File: src/logic/pbpc_pkg.sv
package pbpc_pkg;
   // ==========================================
   // Register indices
   localparam logic [3:0] ADDR_PORT = 4'h0;
   localparam logic [3:0] ADDR_DIR = 4'h1;
   localparam logic [3:0] ADDR_PULLUP = 4'h2;
   localparam logic [3:0] ADDR_OPTION = 4'h3;
   localparam logic [3:0] ADDR_CHGEN = 4'h4;
   localparam logic [3:0] ADDR_INTCTL = 4'h5;
   localparam logic [3:0] ADDR_EVSTAT = 4'h6;
   localparam logic [3:0] ADDR_EVCLR = 4'h7;
   localparam logic [3:0] ADDR_EVEN = 4'h8;
   // ==========================================
   // Field positions
   localparam int OPT_PU_DIS = 7;
   localparam int OPT_EDGE = 6;
   localparam int IC_CHG_FLAG = 0;
   localparam int IC_EXT_FLAG = 1;
   localparam int IC_CHG_EN = 3;
   localparam int IC_EXT_EN = 4;
   localparam int CHG_LO = 4;
   localparam int EV_CHG = 0;
   localparam int EV_EXT = 1;
   // ==========================================
   // Reset values
   localparam logic [7:0] RST_DIR = 8'hFF;
   localparam logic [7:0] RST_OPTION = 8'hFF;
   localparam logic [7:0] RST_ZERO = 8'h00;
   localparam logic [7:0] RST_PULLUP = 8'hFF;
   // ==========================================
   // Bus request
   typedef struct packed {
      logic [3:0] addr;
      logic [7:0] wdata;
      logic wr;
      logic rd;
   } pbpc_req_t;
endpackage

File: src/logic/pbpc_port.sv
// Operation
// RQ1 - Eight pins, each independently input or output via direction bits.
// RQ2 - Every pin has a weak pull-up switched by its enable bit.
// RQ3 - Output pins always have their pull-up forced off.
// RQ4 - Power-on reset leaves all pull-ups disabled through the global disable.
// RQ5 - Option bit 7 set disables all pull-ups; clear uses individual bits.
// RQ6 - Only pins 7 to 4 support change interrupt, individually enabled.
// RQ7 - Power-on reset clears all change interrupt enables.
// RQ8 - Enabled change pins compare against latch captured at last port read.
// RQ9 - OR of enabled mismatches sets change flag, interrupt control bit 0.
// RQ10 - A port change event can wake the device from sleep.
// RQ11 - Any port access reloads latch; software then clears the flag.
// RQ12 - Persisting mismatch keeps setting the flag every cycle.
// RQ13 - Master-clear and brown-out keep latch; mismatch sets flag again.
// RQ14 - A change coinciding with a port read may be missed.
// RQ15 - Pin 7 carries programming data, pin 6 programming clock.
// RQ16 - Pin 0 is an edge-triggered external interrupt with its own flag.
// RQ17 - Option bit 6 picks the edge: 1 rising, 0 falling.
// RQ18 - Change request to core only while change flag and enable set.
`timescale 1ns/1ps
module pbpc_port #(
   parameter int WIDTH = 8
) (
   input wire logic CLK,
   input wire logic RST,
   input wire logic POR,
   input wire logic [3:0] ADDR,
   input wire logic [7:0] WDATA,
   input wire logic WR,
   input wire logic RD,
   output logic [7:0] RDATA,
   input wire logic [7:0] PIN_IN,
   output logic [7:0] PIN_OUT,
   output logic [7:0] PIN_OE,
   output logic [7:0] PULLUP_ON,
   input wire logic PROG_MODE,
   input wire logic PROG_DATA_OUT,
   input wire logic PROG_DATA_OE,
   output logic PROG_DATA_IN,
   output logic PROG_CLOCK_IN,
   output logic CHG_IRQ,
   output logic EXT_IRQ,
   output logic WAKE,
   output logic IRQ
);
   initial begin
      if (WIDTH != 8) begin
         $error("pbpc_port serves only an 8-bit port");
      end
   end
   // ==========================================
   // Bus decode
   pbpc_pkg::pbpc_req_t req;
   assign req = '{addr: ADDR, wdata: WDATA, wr: WR, rd: RD};
   function automatic logic hit(input pbpc_pkg::pbpc_req_t r, input logic [3:0] a);
      hit = r.addr == a;
   endfunction
   wire logic wr_port = req.wr & hit(req, pbpc_pkg::ADDR_PORT);
   wire logic rd_port = req.rd & hit(req, pbpc_pkg::ADDR_PORT);
   wire logic wr_dir = req.wr & hit(req, pbpc_pkg::ADDR_DIR);
   wire logic wr_pu = req.wr & hit(req, pbpc_pkg::ADDR_PULLUP);
   wire logic wr_opt = req.wr & hit(req, pbpc_pkg::ADDR_OPTION);
   wire logic wr_chg = req.wr & hit(req, pbpc_pkg::ADDR_CHGEN);
   wire logic wr_ic = req.wr & hit(req, pbpc_pkg::ADDR_INTCTL);
   wire logic wr_evclr = req.wr & hit(req, pbpc_pkg::ADDR_EVCLR);
   wire logic wr_even = req.wr & hit(req, pbpc_pkg::ADDR_EVEN);
   // ==========================================
   // Registers
   logic [7:0] out_q, dir_q, pu_q, opt_q, chg_q, ic_q, ev_q, even_q, rdata_q;
   logic [7:0] ic_d, ev_d, rdata_d;
   // RQ4 power-on defaults
   always_ff @(posedge CLK or posedge RST) begin
      if (RST) begin
         dir_q <= pbpc_pkg::RST_DIR;
         opt_q <= pbpc_pkg::RST_OPTION;
         pu_q <= pbpc_pkg::RST_PULLUP;
         chg_q <= pbpc_pkg::RST_ZERO;
         out_q <= pbpc_pkg::RST_ZERO;
         even_q <= pbpc_pkg::RST_ZERO;
      end else begin
         if (wr_dir) dir_q <= req.wdata;
         if (wr_pu) pu_q <= req.wdata;
         if (wr_opt) opt_q <= req.wdata;
         if (wr_chg) chg_q <= {req.wdata[7:4], 4'h0};
         if (wr_port) out_q <= req.wdata;
         if (wr_even) even_q <= {6'h00, req.wdata[1:0]};
         // RQ7 power-on clear
         if (POR) begin
            chg_q <= pbpc_pkg::RST_ZERO;
            opt_q <= pbpc_pkg::RST_OPTION;
         end
      end
   end
   // ==========================================
   // Pin drive
   // RQ1 per-pin direction
   assign PIN_OE = ~dir_q;
   assign PIN_OUT = out_q;
   // RQ2 RQ3 RQ5 pull-up gating
   assign PULLUP_ON = pu_q & dir_q & {8{~opt_q[pbpc_pkg::OPT_PU_DIS]}};
   // RQ15 programming pins
   assign PROG_DATA_IN = PROG_MODE & ~PROG_DATA_OE & PIN_IN[7];
   assign PROG_CLOCK_IN = PROG_MODE & PIN_IN[6];
   // ==========================================
   // Change detection
   logic [3:0] hold_q;
   // RQ11 RQ13 latch reload on access
   pbpc_latch #(.W(4)) u_hold (
      .clk(CLK),
      .load(wr_port | rd_port),
      .din(PIN_IN[7:4]),
      .q(hold_q)
   );
   // RQ6 RQ8 compare enabled pins
   wire logic [3:0] mism = (PIN_IN[7:4] ^ hold_q) & chg_q[7:4];
   // RQ9 RQ14 OR mismatches, suppressed during port read or write
   wire logic chg_set = (|mism) & ~(wr_port | rd_port);
   // RQ16 RQ17 external edge
   logic ext_hit;
   pbpc_edge u_edge (
      .clk(CLK),
      .rst(RST),
      .din(PIN_IN[0]),
      .rising(opt_q[pbpc_pkg::OPT_EDGE]),
      .hit(ext_hit)
   );
   // RQ12 set wins over clear
   always_comb begin
      ic_d = ic_q;
      if (wr_ic) ic_d = req.wdata & 8'h1B;
      if (chg_set) ic_d[pbpc_pkg::IC_CHG_FLAG] = 1'b1;
      if (ext_hit) ic_d[pbpc_pkg::IC_EXT_FLAG] = 1'b1;
   end
   always_comb begin
      ev_d = ev_q;
      if (wr_evclr) ev_d = ev_q & ~req.wdata;
      if (chg_set) ev_d[pbpc_pkg::EV_CHG] = 1'b1;
      if (ext_hit) ev_d[pbpc_pkg::EV_EXT] = 1'b1;
   end
   always_ff @(posedge CLK or posedge RST) begin
      if (RST) begin
         ic_q <= pbpc_pkg::RST_ZERO;
         ev_q <= pbpc_pkg::RST_ZERO;
      end else begin
         ic_q <= ic_d;
         ev_q <= ev_d;
      end
   end
   // RQ18 gated requests
   assign CHG_IRQ = ic_q[pbpc_pkg::IC_CHG_FLAG] & ic_q[pbpc_pkg::IC_CHG_EN];
   assign EXT_IRQ = ic_q[pbpc_pkg::IC_EXT_FLAG] & ic_q[pbpc_pkg::IC_EXT_EN];
   // RQ10 wake on change
   assign WAKE = CHG_IRQ;
   assign IRQ = |(ev_q & even_q);
   // ==========================================
   // Read back
   always_comb begin
      unique case (req.addr)
         pbpc_pkg::ADDR_PORT: rdata_d = (PIN_IN & dir_q) | (out_q & ~dir_q);
         pbpc_pkg::ADDR_DIR: rdata_d = dir_q;
         pbpc_pkg::ADDR_PULLUP: rdata_d = pu_q;
         pbpc_pkg::ADDR_OPTION: rdata_d = opt_q;
         pbpc_pkg::ADDR_CHGEN: rdata_d = chg_q;
         pbpc_pkg::ADDR_INTCTL: rdata_d = ic_q;
         pbpc_pkg::ADDR_EVSTAT: rdata_d = ev_q;
         pbpc_pkg::ADDR_EVEN: rdata_d = even_q;
         default: rdata_d = 8'h00;
      endcase
   end
   always_ff @(posedge CLK or posedge RST) begin
      if (RST) begin
         rdata_q <= pbpc_pkg::RST_ZERO;
      end else begin
         rdata_q <= req.rd ? rdata_d : 8'h00;
      end
   end
   assign RDATA = rdata_q;
   // ==========================================
   // Checks
   a_pullup_output_off: assert property (@(posedge CLK) disable iff (RST) // RQ3
      (PIN_OE & PULLUP_ON) == 8'h00) else $error("pull-up on for output pin");
   a_pullup_global_off: assert property (@(posedge CLK) disable iff (RST) // RQ5
      opt_q[7] |-> PULLUP_ON == 8'h00) else $error("pull-up on while globally off");
   a_mismatch_sets_flag: assert property (@(posedge CLK) disable iff (RST) // RQ9
      chg_set |=> ic_q[0]) else $error("change flag not set");
   a_flag_persists: assert property (@(posedge CLK) disable iff (RST) // RQ12
      (chg_set && wr_ic && !WDATA[0]) |=> ic_q[0]) else $error("clear beat mismatch");
   a_low_pins_no_chg: assert property (@(posedge CLK) disable iff (RST) // RQ6
      chg_q[3:0] == 4'h0) else $error("change enable on low pins");
   a_por_clears_en: assert property (@(posedge CLK) disable iff (RST) // RQ7
      POR |=> chg_q == 8'h00) else $error("enables survive power-on");
   a_ext_edge_flag: assert property (@(posedge CLK) disable iff (RST) // RQ17
      (opt_q[6] && $rose(PIN_IN[0])) |=> ic_q[1]) else $error("rising edge missed");
   a_irq_gating: assert property (@(posedge CLK) disable iff (RST) // RQ18
      CHG_IRQ == (ic_q[0] && ic_q[3])) else $error("change request gating wrong");
endmodule // pbpc_port

File: src/logic/pbpc_edge.sv
`timescale 1ns/1ps
module pbpc_edge (
   input wire logic clk,
   input wire logic rst,
   input wire logic din,
   input wire logic rising,
   output logic hit
);
   logic prev_q;
   always_ff @(posedge clk or posedge rst) begin
      if (rst) begin
         prev_q <= 1'b0;
      end else begin
         prev_q <= din;
      end
   end
   assign hit = rising ? (din & ~prev_q) : (~din & prev_q);
endmodule // pbpc_edge

File: src/logic/pbpc_latch.sv
`timescale 1ns/1ps
module pbpc_latch #(
   parameter int W = 4
) (
   input wire logic clk,
   input wire logic load,
   input wire logic [W-1:0] din,
   output logic [W-1:0] q
);
   // Holding latch: no reset, survives master-clear and brown-out
   always_ff @(posedge clk) begin
      if (load) begin
         q <= din;
      end
   end
endmodule // pbpc_latch

File: config.mk
export PLATFORM = sky130hd
export DESIGN_NAME = pbpc_port
export DESIGN_NICKNAME = d
export VERILOG_FILES = /design/src/logic/pbpc_pkg.sv /design/src/logic/pbpc_port.sv /design/src/logic/pbpc_edge.sv /design/src/logic/pbpc_latch.sv
export SDC_FILE = /design/constraint.sdc
export NUM_CORES = 1
export LEC_CHECK = 0
export BUFFER_PORTS_ARGS = -buffer_cell sky130_fd_sc_hd__buf_4
export CORE_ASPECT_RATIO = 2
export CORE_MARGIN = 8
export CORE_UTILIZATION = 35
export CTS_BUF_LIST = sky130_fd_sc_hd__clkbuf_8
export DETAILED_ROUTE_END_ITERATION = 10
export GPL_ROUTABILITY_DRIVEN = 0
export GPL_TIMING_DRIVEN = 0
export SETUP_SLACK_MARGIN = 0.4
export SYNTH_ARGS = -nofsm -noshare
export SYNTH_HDL_FRONTEND = slang
export SYNTH_SLANG_ARGS = --single-unit
File: constraint.sdc
create_clock -name CLK -period 2.1 [get_ports CLK]
set_input_delay 0.105 -clock CLK [delete_from_list [all_inputs] [get_ports CLK]]
set_output_delay 0.105 -clock CLK [all_outputs]
set_load 0.01 [all_outputs]
==> results of run 1 <==
-- timing repair --
action | CTS | global route
gates resized for setup | 1 | 0
hold buffers | 13 | 0
hold endpoints to repair | 23 | 0
setup endpoints to repair | 9 | 0
-- layer usage --
metal | vias to the layer above | wire length [microns]
met5 | - | 0
met4 | 0 | 201
met3 | 15 | 557
met2 | 100 | 4470
met1 | 1210 | 3810
li1 | 1172 | -
-- cells by family after synthesis --
family                    count (synthesis)
AOI/OAI and AO/OA                        51
xor gates and xnor gates                  4
buffers and inverters                    22
DFF                                      63
muxes                                    45
and+or+nand+nor                          92
-- power by group through the flow --
stage	Clock, W	Sequential, W	Combinational (W)
floorplan	0	0.00157	0.000388
global placement	0	0.00159	0.000692
detailed placement	0	0.00160	0.000708
CTS	0.00120	0.00158	0.000733
global route	0.00125	0.00160	0.000783
finish	0.00118	0.00158	0.000719
-- path summary, 6_finish.rpt --
path	start	end	depth (start not counted)
worst max-delay path	ADDR[1]	ic_q[0]	6
worst min register to register	opt_q[0]	opt_q[0]	2
max in group asynchronous	RST	pu_q[6]	4
worst max register to register	dir_q[2]	RDATA[2]	3
worst min-delay path	WDATA[0]	opt_q[0]	3
min in group asynchronous	RST	PIN_OUT[3]	3
-- flip-flops by register name, indices dropped and copies added, names as in the netlist, 4 cells and up --
register  count
opt_q         8
PIN_OUT       8
RDATA         8
pu_q          8
dir_q         8
ev_q          8
u_hold.q      4
chg_q         4
ic_q          4
-- through the flow --
step                      cells  setup slack, ps
final                       472              559
after global routing        472              523
after CTS                   472              554
after detailed placement    443              215
after global placement      442             -188
after floorplan             277              578
-- worst max-delay path: cells and delay by family --
kind                   cells  cell delay (ps)
and+or+nand+nor            2              840
buffers and inverters      2              260
AOI/OAI and AO/OA          2              550
-- area by class of cell --
cell class | count | share of cell area [%]
sequential | 63 | 39.7
multi-input combinational | 192 | 34.0
timing repair buffer | 77 | 15.2
clock buffer | 11 | 3.69
tap | 102 | 3.11
clock inverter | 5 | 1.77
buffer | 11 | 1.56
inverter | 11 | 1.01
-- cells in the final DEF (no fill, tap or decap), types with 2 or more instances in the layout --
cell type                       netlist  final
sky130_fd_sc_hd__clkbuf_8             0     11
sky130_fd_sc_hd__a21o_1               3      3
sky130_fd_sc_hd__a22oi_1             10     10
sky130_fd_sc_hd__nand3b_1            12     12
sky130_fd_sc_hd__nand2_1             34     34
sky130_fd_sc_hd__o311ai_0             2      2
sky130_fd_sc_hd__inv_1               11     12
sky130_fd_sc_hd__nor3_1               3      3
sky130_fd_sc_hd__a31oi_1              2      2
sky130_fd_sc_hd__clkbuf_1             5      4
sky130_fd_sc_hd__mux2_2              38     38
sky130_fd_sc_hd__buf_4                3     66
sky130_fd_sc_hd__a221oi_1             4      4
sky130_fd_sc_hd__o21ai_0              5      5
sky130_fd_sc_hd__xor2_1               4      4
sky130_fd_sc_hd__a21boi_0             6      6
sky130_fd_sc_hd__bufinv_16            0      2
sky130_fd_sc_hd__nor2_1              19     19
sky130_fd_sc_hd__mux2i_1              7      7
sky130_fd_sc_hd__dlygate4sd3_1        0     13
sky130_fd_sc_hd__dfrtp_1             35     35
sky130_fd_sc_hd__buf_2                2      2
sky130_fd_sc_hd__a22o_1               5      5
sky130_fd_sc_hd__a211o_1              2      2
sky130_fd_sc_hd__nor2b_1              3      3
sky130_fd_sc_hd__o21a_1               2      2
sky130_fd_sc_hd__nand3_1              2      2
sky130_fd_sc_hd__edfxtp_1             4      4
sky130_fd_sc_hd__nor3b_1              2      2
sky130_fd_sc_hd__and2b_1              2      2
sky130_fd_sc_hd__and2_1               5      5
sky130_fd_sc_hd__a21oi_1              8      8
sky130_fd_sc_hd__dfstp_2             24     24
==> results.sh, run 1 <==
export IMPL_rsz0062_at_grt="no"
export IMPL_clk_pin_slew_ps=70
export IMPL_setup_worst_path_class="in2reg"
export IMPL_placementRows=49
export IMPL_max_stage_delay_ps=660
export IMPL_drtAntennaViolNets=0
export IMPL_worst_hold_path_type="in2reg"
export IMPL_proportion_of_synthesized_area_in_mux_cells_pct=16.0
export IMPL_avgSynthCellArea_sq_um=11.3
export IMPL_htree_levels=3
export IMPL_power_share_combinational_pct=20.7
export IMPL_initial_core_util_pct=35.4
export IMPL_drt_first_pass_iters=4
export IMPL_synth_top_area_cell="sky130_fd_sc_hd__dfrtp_1"
export IMPL_detailed_route_wl_mm=9.03
export IMPL_synth_top_area_share_pct=28.1
export IMPL_synthMostInstantiatedCell="sky130_fd_sc_hd__mux2_2"
export IMPL_via_per_inst=5.29
export IMPL_final_core_util_pct=46.4
export IMPL_setup_total_negative_slack_ps=0
export IMPL_final_fill_count=857
export IMPL_grt_util_met2_pct=23.2
export IMPL_drtIter0Drc=147
export IMPL_power_leakage_nw=1.83
export IMPL_grt_first_pass_wirelength_mm=14.0
export IMPL_cts_inserted_buffers=9
export IMPL_met3_usage_pct=4.09
export IMPL_timing_critical_path_to_type="register"
export IMPL_synth_edf_count=4
export IMPL_ioPinCount=66
export IMPL_slowest_stage="sky130_fd_sc_hd__nor4_4"
export IMPL_flow_area_growth_from_synthesis_pct=31.3
export IMPL_power_density_nw_per_um2=848
export IMPL_postCtsSetupRepairBufs=0
export IMPL_final_seq_area_sq_um=1630
export IMPL_synth_area_sq_um=3120
export IMPL_ff2ff_setup_slack_ps=610
export IMPL_tightestPinTransition_ps=769
export IMPL_total_power_w=0.00347
export IMPL_cts_tree="yes"
export IMPL_max_cap_violations=0
export IMPL_insertion_delay_of_the_later_clocked_pin_in_the_worst_skew_pair_ps=350
export IMPL_grtUsageTotal_pct=15.2
export IMPL_critPathLaunchType="primary input"
export IMPL_dominant_combinational_cell_family_by_area_after_synthesis="multiplexers"
export IMPL_max_frequency_mhz=649
export IMPL_mappedNetlistNets=305
export IMPL_fin_area_sq_um=4100
export IMPL_timing_max_slew_rel_slack_pct=48.4
export IMPL_die_height_microns=150
export IMPL_async_flop_share_pct=93.7
export IMPL_fraction_of_power_spent_switching_nets_pct=26.3
export IMPL_clock_sinks=63
export IMPL_design_die_area_sq_um=12400
export IMPL_drive_above_1_share_pct=41.6
export IMPL_dr_total_vias=2497
export IMPL_post_synth_fa_ha_maj_area_fraction_pct=0
export IMPL_ff_latch_count_synth=63
export IMPL_crit_chain="buf_4, buf_6, nor4_4, o21a_1, a21oi_1, nand3b_1"
export IMPL_floorplan_die_width_microns=82.8
export IMPL_final_period_utilization_pct=73.4
export IMPL_period_needed_ps=1540
export IMPL_grt_max_degree=44
export IMPL_internal_power_w=0.00256
export IMPL_grt_pass1_vias=2652
export IMPL_drt_drc_violations_left=0
export IMPL_vdd_ir_drop_max_v=0.000522
export IMPL_multi_input_comb_area_sq_um=1390
export IMPL_run_status="completed"
export IMPL_fin_worst_hold_slack_ps=36.7
export IMPL_cts_root_to_sink_buffers=2
export IMPL_post_synth_most_frequent_cells="sky130_fd_sc_hd__mux2_2 (38), sky130_fd_sc_hd__dfrtp_1 (35), sky130_fd_sc_hd__nand2_1 (34)"
export IMPL_cp_required_ps=2320
export IMPL_cp_arrival_ps=1760
export IMPL_synth_yosys_seq_area_share_pct=52.1
export IMPL_yosys_warnings=0
export IMPL_met1_resource_use_gr_pct=18.7
export IMPL_wl_per_cell_microns=19.1
export IMPL_ctsRootBufferMaster="sky130_fd_sc_hd__clkbuf_8"
export IMPL_global_route_overflow_total=0
export IMPL_finalNetCount=393
export IMPL_synth_lib_cells_used_distinct=43
export IMPL_setup_violations_final=0
export IMPL_synthTopCellsByArea="sky130_fd_sc_hd__dfrtp_1 (28%), sky130_fd_sc_hd__dfstp_2 (20%), sky130_fd_sc_hd__mux2_2 (14%)"
export IMPL_cp_max_fo=10
export IMPL_dpl_instance_area_sq_um=3740
export IMPL_final_max_slew_viol_count=0
export IMPL_compound_gate_fraction_of_synth_area_pct=11.7
export IMPL_syn_inst=277
export IMPL_synthXorXnorAreaFrac_pct=1.12
export IMPL_dp_hpwl_mm=6.51
export IMPL_net_switching_power_w=0.000912
export IMPL_synthFlopType="sky130_fd_sc_hd__dfrtp_1"
export IMPL_most_crowded_layer_after_global_routing="met2"
export IMPL_seq_power_share_pct=45.5
export IMPL_core_sq_um=8830
export IMPL_hold_viol_final=0
export IMPL_clock_power_share_pct=33.8
export IMPL_clock_skew_final_ps=11.1
export IMPL_antenna_found_initial=0
export IMPL_synth_simple_gate_area_share_pct=15.8
export IMPL_diodes=0
export IMPL_portBuffers=63
No activity file was read; power rests on OpenSTA's default activity.
==> run 2, diff against run 1 <==
==> constraint.sdc (replaced) <==
create_clock -name CLK -period 1.55 [get_ports CLK]
set_input_delay 0.0775 -clock CLK [delete_from_list [all_inputs] [get_ports CLK]]
set_output_delay 0.0775 -clock CLK [all_outputs]
set_load 0.01 [all_outputs]
==> results.sh, run 2 (same netlist as run 1, synthesis figures left out) <==
export IMPL_met1_resource_use_gr_pct=18.9
export IMPL_portBuffers=63
export IMPL_die_height_microns=150
export IMPL_fin_worst_hold_slack_ps=81.9
export IMPL_fin_area_sq_um=4490
export IMPL_most_crowded_layer_after_global_routing="met2"
export IMPL_final_max_slew_viol_count=0
export IMPL_setup_worst_path_class="reg2reg"
export IMPL_drt_drc_violations_left=0
export IMPL_grt_util_met2_pct=25.3
export IMPL_grt_first_pass_wirelength_mm=14.9
export IMPL_drt_first_pass_iters=5
export IMPL_clock_skew_final_ps=5.10
export IMPL_place_ws_ps=-254
export IMPL_dpl_instance_area_sq_um=3760
export IMPL_timing_critical_path_to_type="register"
export IMPL_placementRows=49
export IMPL_htree_levels=3
export IMPL_dp_hpwl_mm=6.49
export IMPL_flow_area_growth_from_synthesis_pct=43.7
export IMPL_grt_pass1_vias=2755
export IMPL_critPathLaunchType="register"
export IMPL_clk_pin_slew_ps=70
export IMPL_commonest_cells_after_routing_fill_and_taps_aside="sky130_fd_sc_hd__buf_4 (65), sky130_fd_sc_hd__dfrtp_1 (35), sky130_fd_sc_hd__mux2_2 (33)"
export IMPL_power_density_nw_per_um2=1040
export IMPL_timing_max_slew_rel_slack_pct=67.0
export IMPL_global_route_overflow_total=0
export IMPL_final_period_utilization_pct=92.1
export IMPL_rsz0062_at_grt="yes"
export IMPL_max_frequency_mhz=700
export IMPL_dr_total_vias=2625
export IMPL_drtAntennaViolNets=0
export IMPL_power_leakage_nw=1.99
export IMPL_insertion_delay_of_the_later_clocked_pin_in_the_worst_skew_pair_ps=360
export IMPL_vdd_ir_drop_max_v=0.000638
export IMPL_cts_root_to_sink_buffers=2
export IMPL_finalNetCount=417
export IMPL_setup_violations_final=0
export IMPL_worst_hold_path_type="in2reg"
export IMPL_cp_required_ps=1780
export IMPL_final_common_cell="sky130_fd_sc_hd__buf_4"
export IMPL_ioPinCount=66
export IMPL_via_per_inst=5.29
export IMPL_diodes=0
export IMPL_cts_inserted_buffers=9
export IMPL_period_needed_ps=1430
export IMPL_detailed_route_wl_mm=9.48
export IMPL_grt_max_degree=60
export IMPL_max_cap_violations=0
export IMPL_hold_viol_final=0
export IMPL_drtIter0Drc=181
export IMPL_ctsRootBufferMaster="sky130_fd_sc_hd__clkbuf_8"
export IMPL_clock_sinks=63
export IMPL_initial_core_util_pct=35.4
export IMPL_core_sq_um=8830
export IMPL_run_status="completed"
export IMPL_design_die_area_sq_um=12400
export IMPL_cts_tree="yes"
export IMPL_cp_max_fo=3
export IMPL_final_setup_worst_slack_ps=122
export IMPL_met3_usage_pct=5.23
export IMPL_grtUsageTotal_pct=16.1
export IMPL_tightestPinTransition_ps=494
export IMPL_drive_above_1_share_pct=53.0
export IMPL_cp_arrival_ps=1660
export IMPL_floorplan_die_width_microns=82.8
export IMPL_antenna_found_initial=0
export IMPL_wl_per_cell_microns=19.1
-- run 2: cell count changes in the layout (fill, tap and decap cells not counted), sizes merged --
cell         previous run  this run
inv                    13        12
dlygate4sd3            13        15
clkinvlp                0         2
clkinv                  1         3
clkbuf                 16        15
buf                    70        92
bufinv                  2         0
-- run 2: report_power, final --
group / total (W) / switching, W / internal [W]
clock: 0.00124 / 0.000636 / 0.000600
sequential: 0.00214 / 0.000189 / 0.00195
combinational: 0.00131 / 0.000542 / 0.000766
total: 0.00468 / 0.00137 / 0.00332
-- run 2: worst paths after layout --
kind	from	end	slack (ps)	cells after the start
worst max-delay path	dir_q[2]	RDATA[2]	120	3
worst min-delay path	RD	RDATA[4]	80	3
worst max register to register	dir_q[2]	RDATA[2]	120	3
worst min register to register	opt_q[1]	opt_q[1]	490	2
max in group asynchronous	RST	dir_q[2]	650	4
min in group asynchronous	RST	PIN_OUT[7]	280	3
-- run 2: cell type report --
class | count | area, sq um
Multi-Input combinational cell | 192 | 1540
Fill cell | 846 | 4340
Clock inverter | 6 | 28.8
Inverter | 11 | 45.0
Sequential cell | 63 | 1630
Timing Repair Buffer | 101 | 895
Buffer | 11 | 90.1
Clock buffer | 10 | 138
Tap cell | 102 | 128
-- run 2: repair_timing --
action | 4_1_cts | 5_1_grt
buffers inserted | 17 | 4
resized for setup | 43 | 23
gates cloned | 1 | 0
endpoints found under the hold margin | 25 | 8
setup endpoints to repair | 57 | 37
hold buffers | 14 | 1
pin swaps | 17 | 4
-- run 2: layer usage --
metal / up-vias / wire length, microns
li1: 1223 / -
met5: - / 0
met4: 0 / 360
met3: 26 / 573
met2: 91 / 4710
met1: 1285 / 3830
-- run 2: worst max-delay path, cell delays in order (launching register included) --
cell and delay (ps):
sky130_fd_sc_hd__dfstp_2 550, sky130_fd_sc_hd__mux2_2 350, sky130_fd_sc_hd__a222oi_1 310, sky130_fd_sc_hd__nor2_1 100
-- run 2: stage by stage --
stage	cells	power [W]	utilization, %	setup TNS [ps]
after floorplan	277	0.00269	-	0
after global placement	442	0.00313	42.6	-3460
after detailed placement	442	0.00315	42.6	-3750
after CTS	490	0.00462	49.3	0
after global routing	496	0.00492	50.8	0
final	496	0.00468	50.8	0
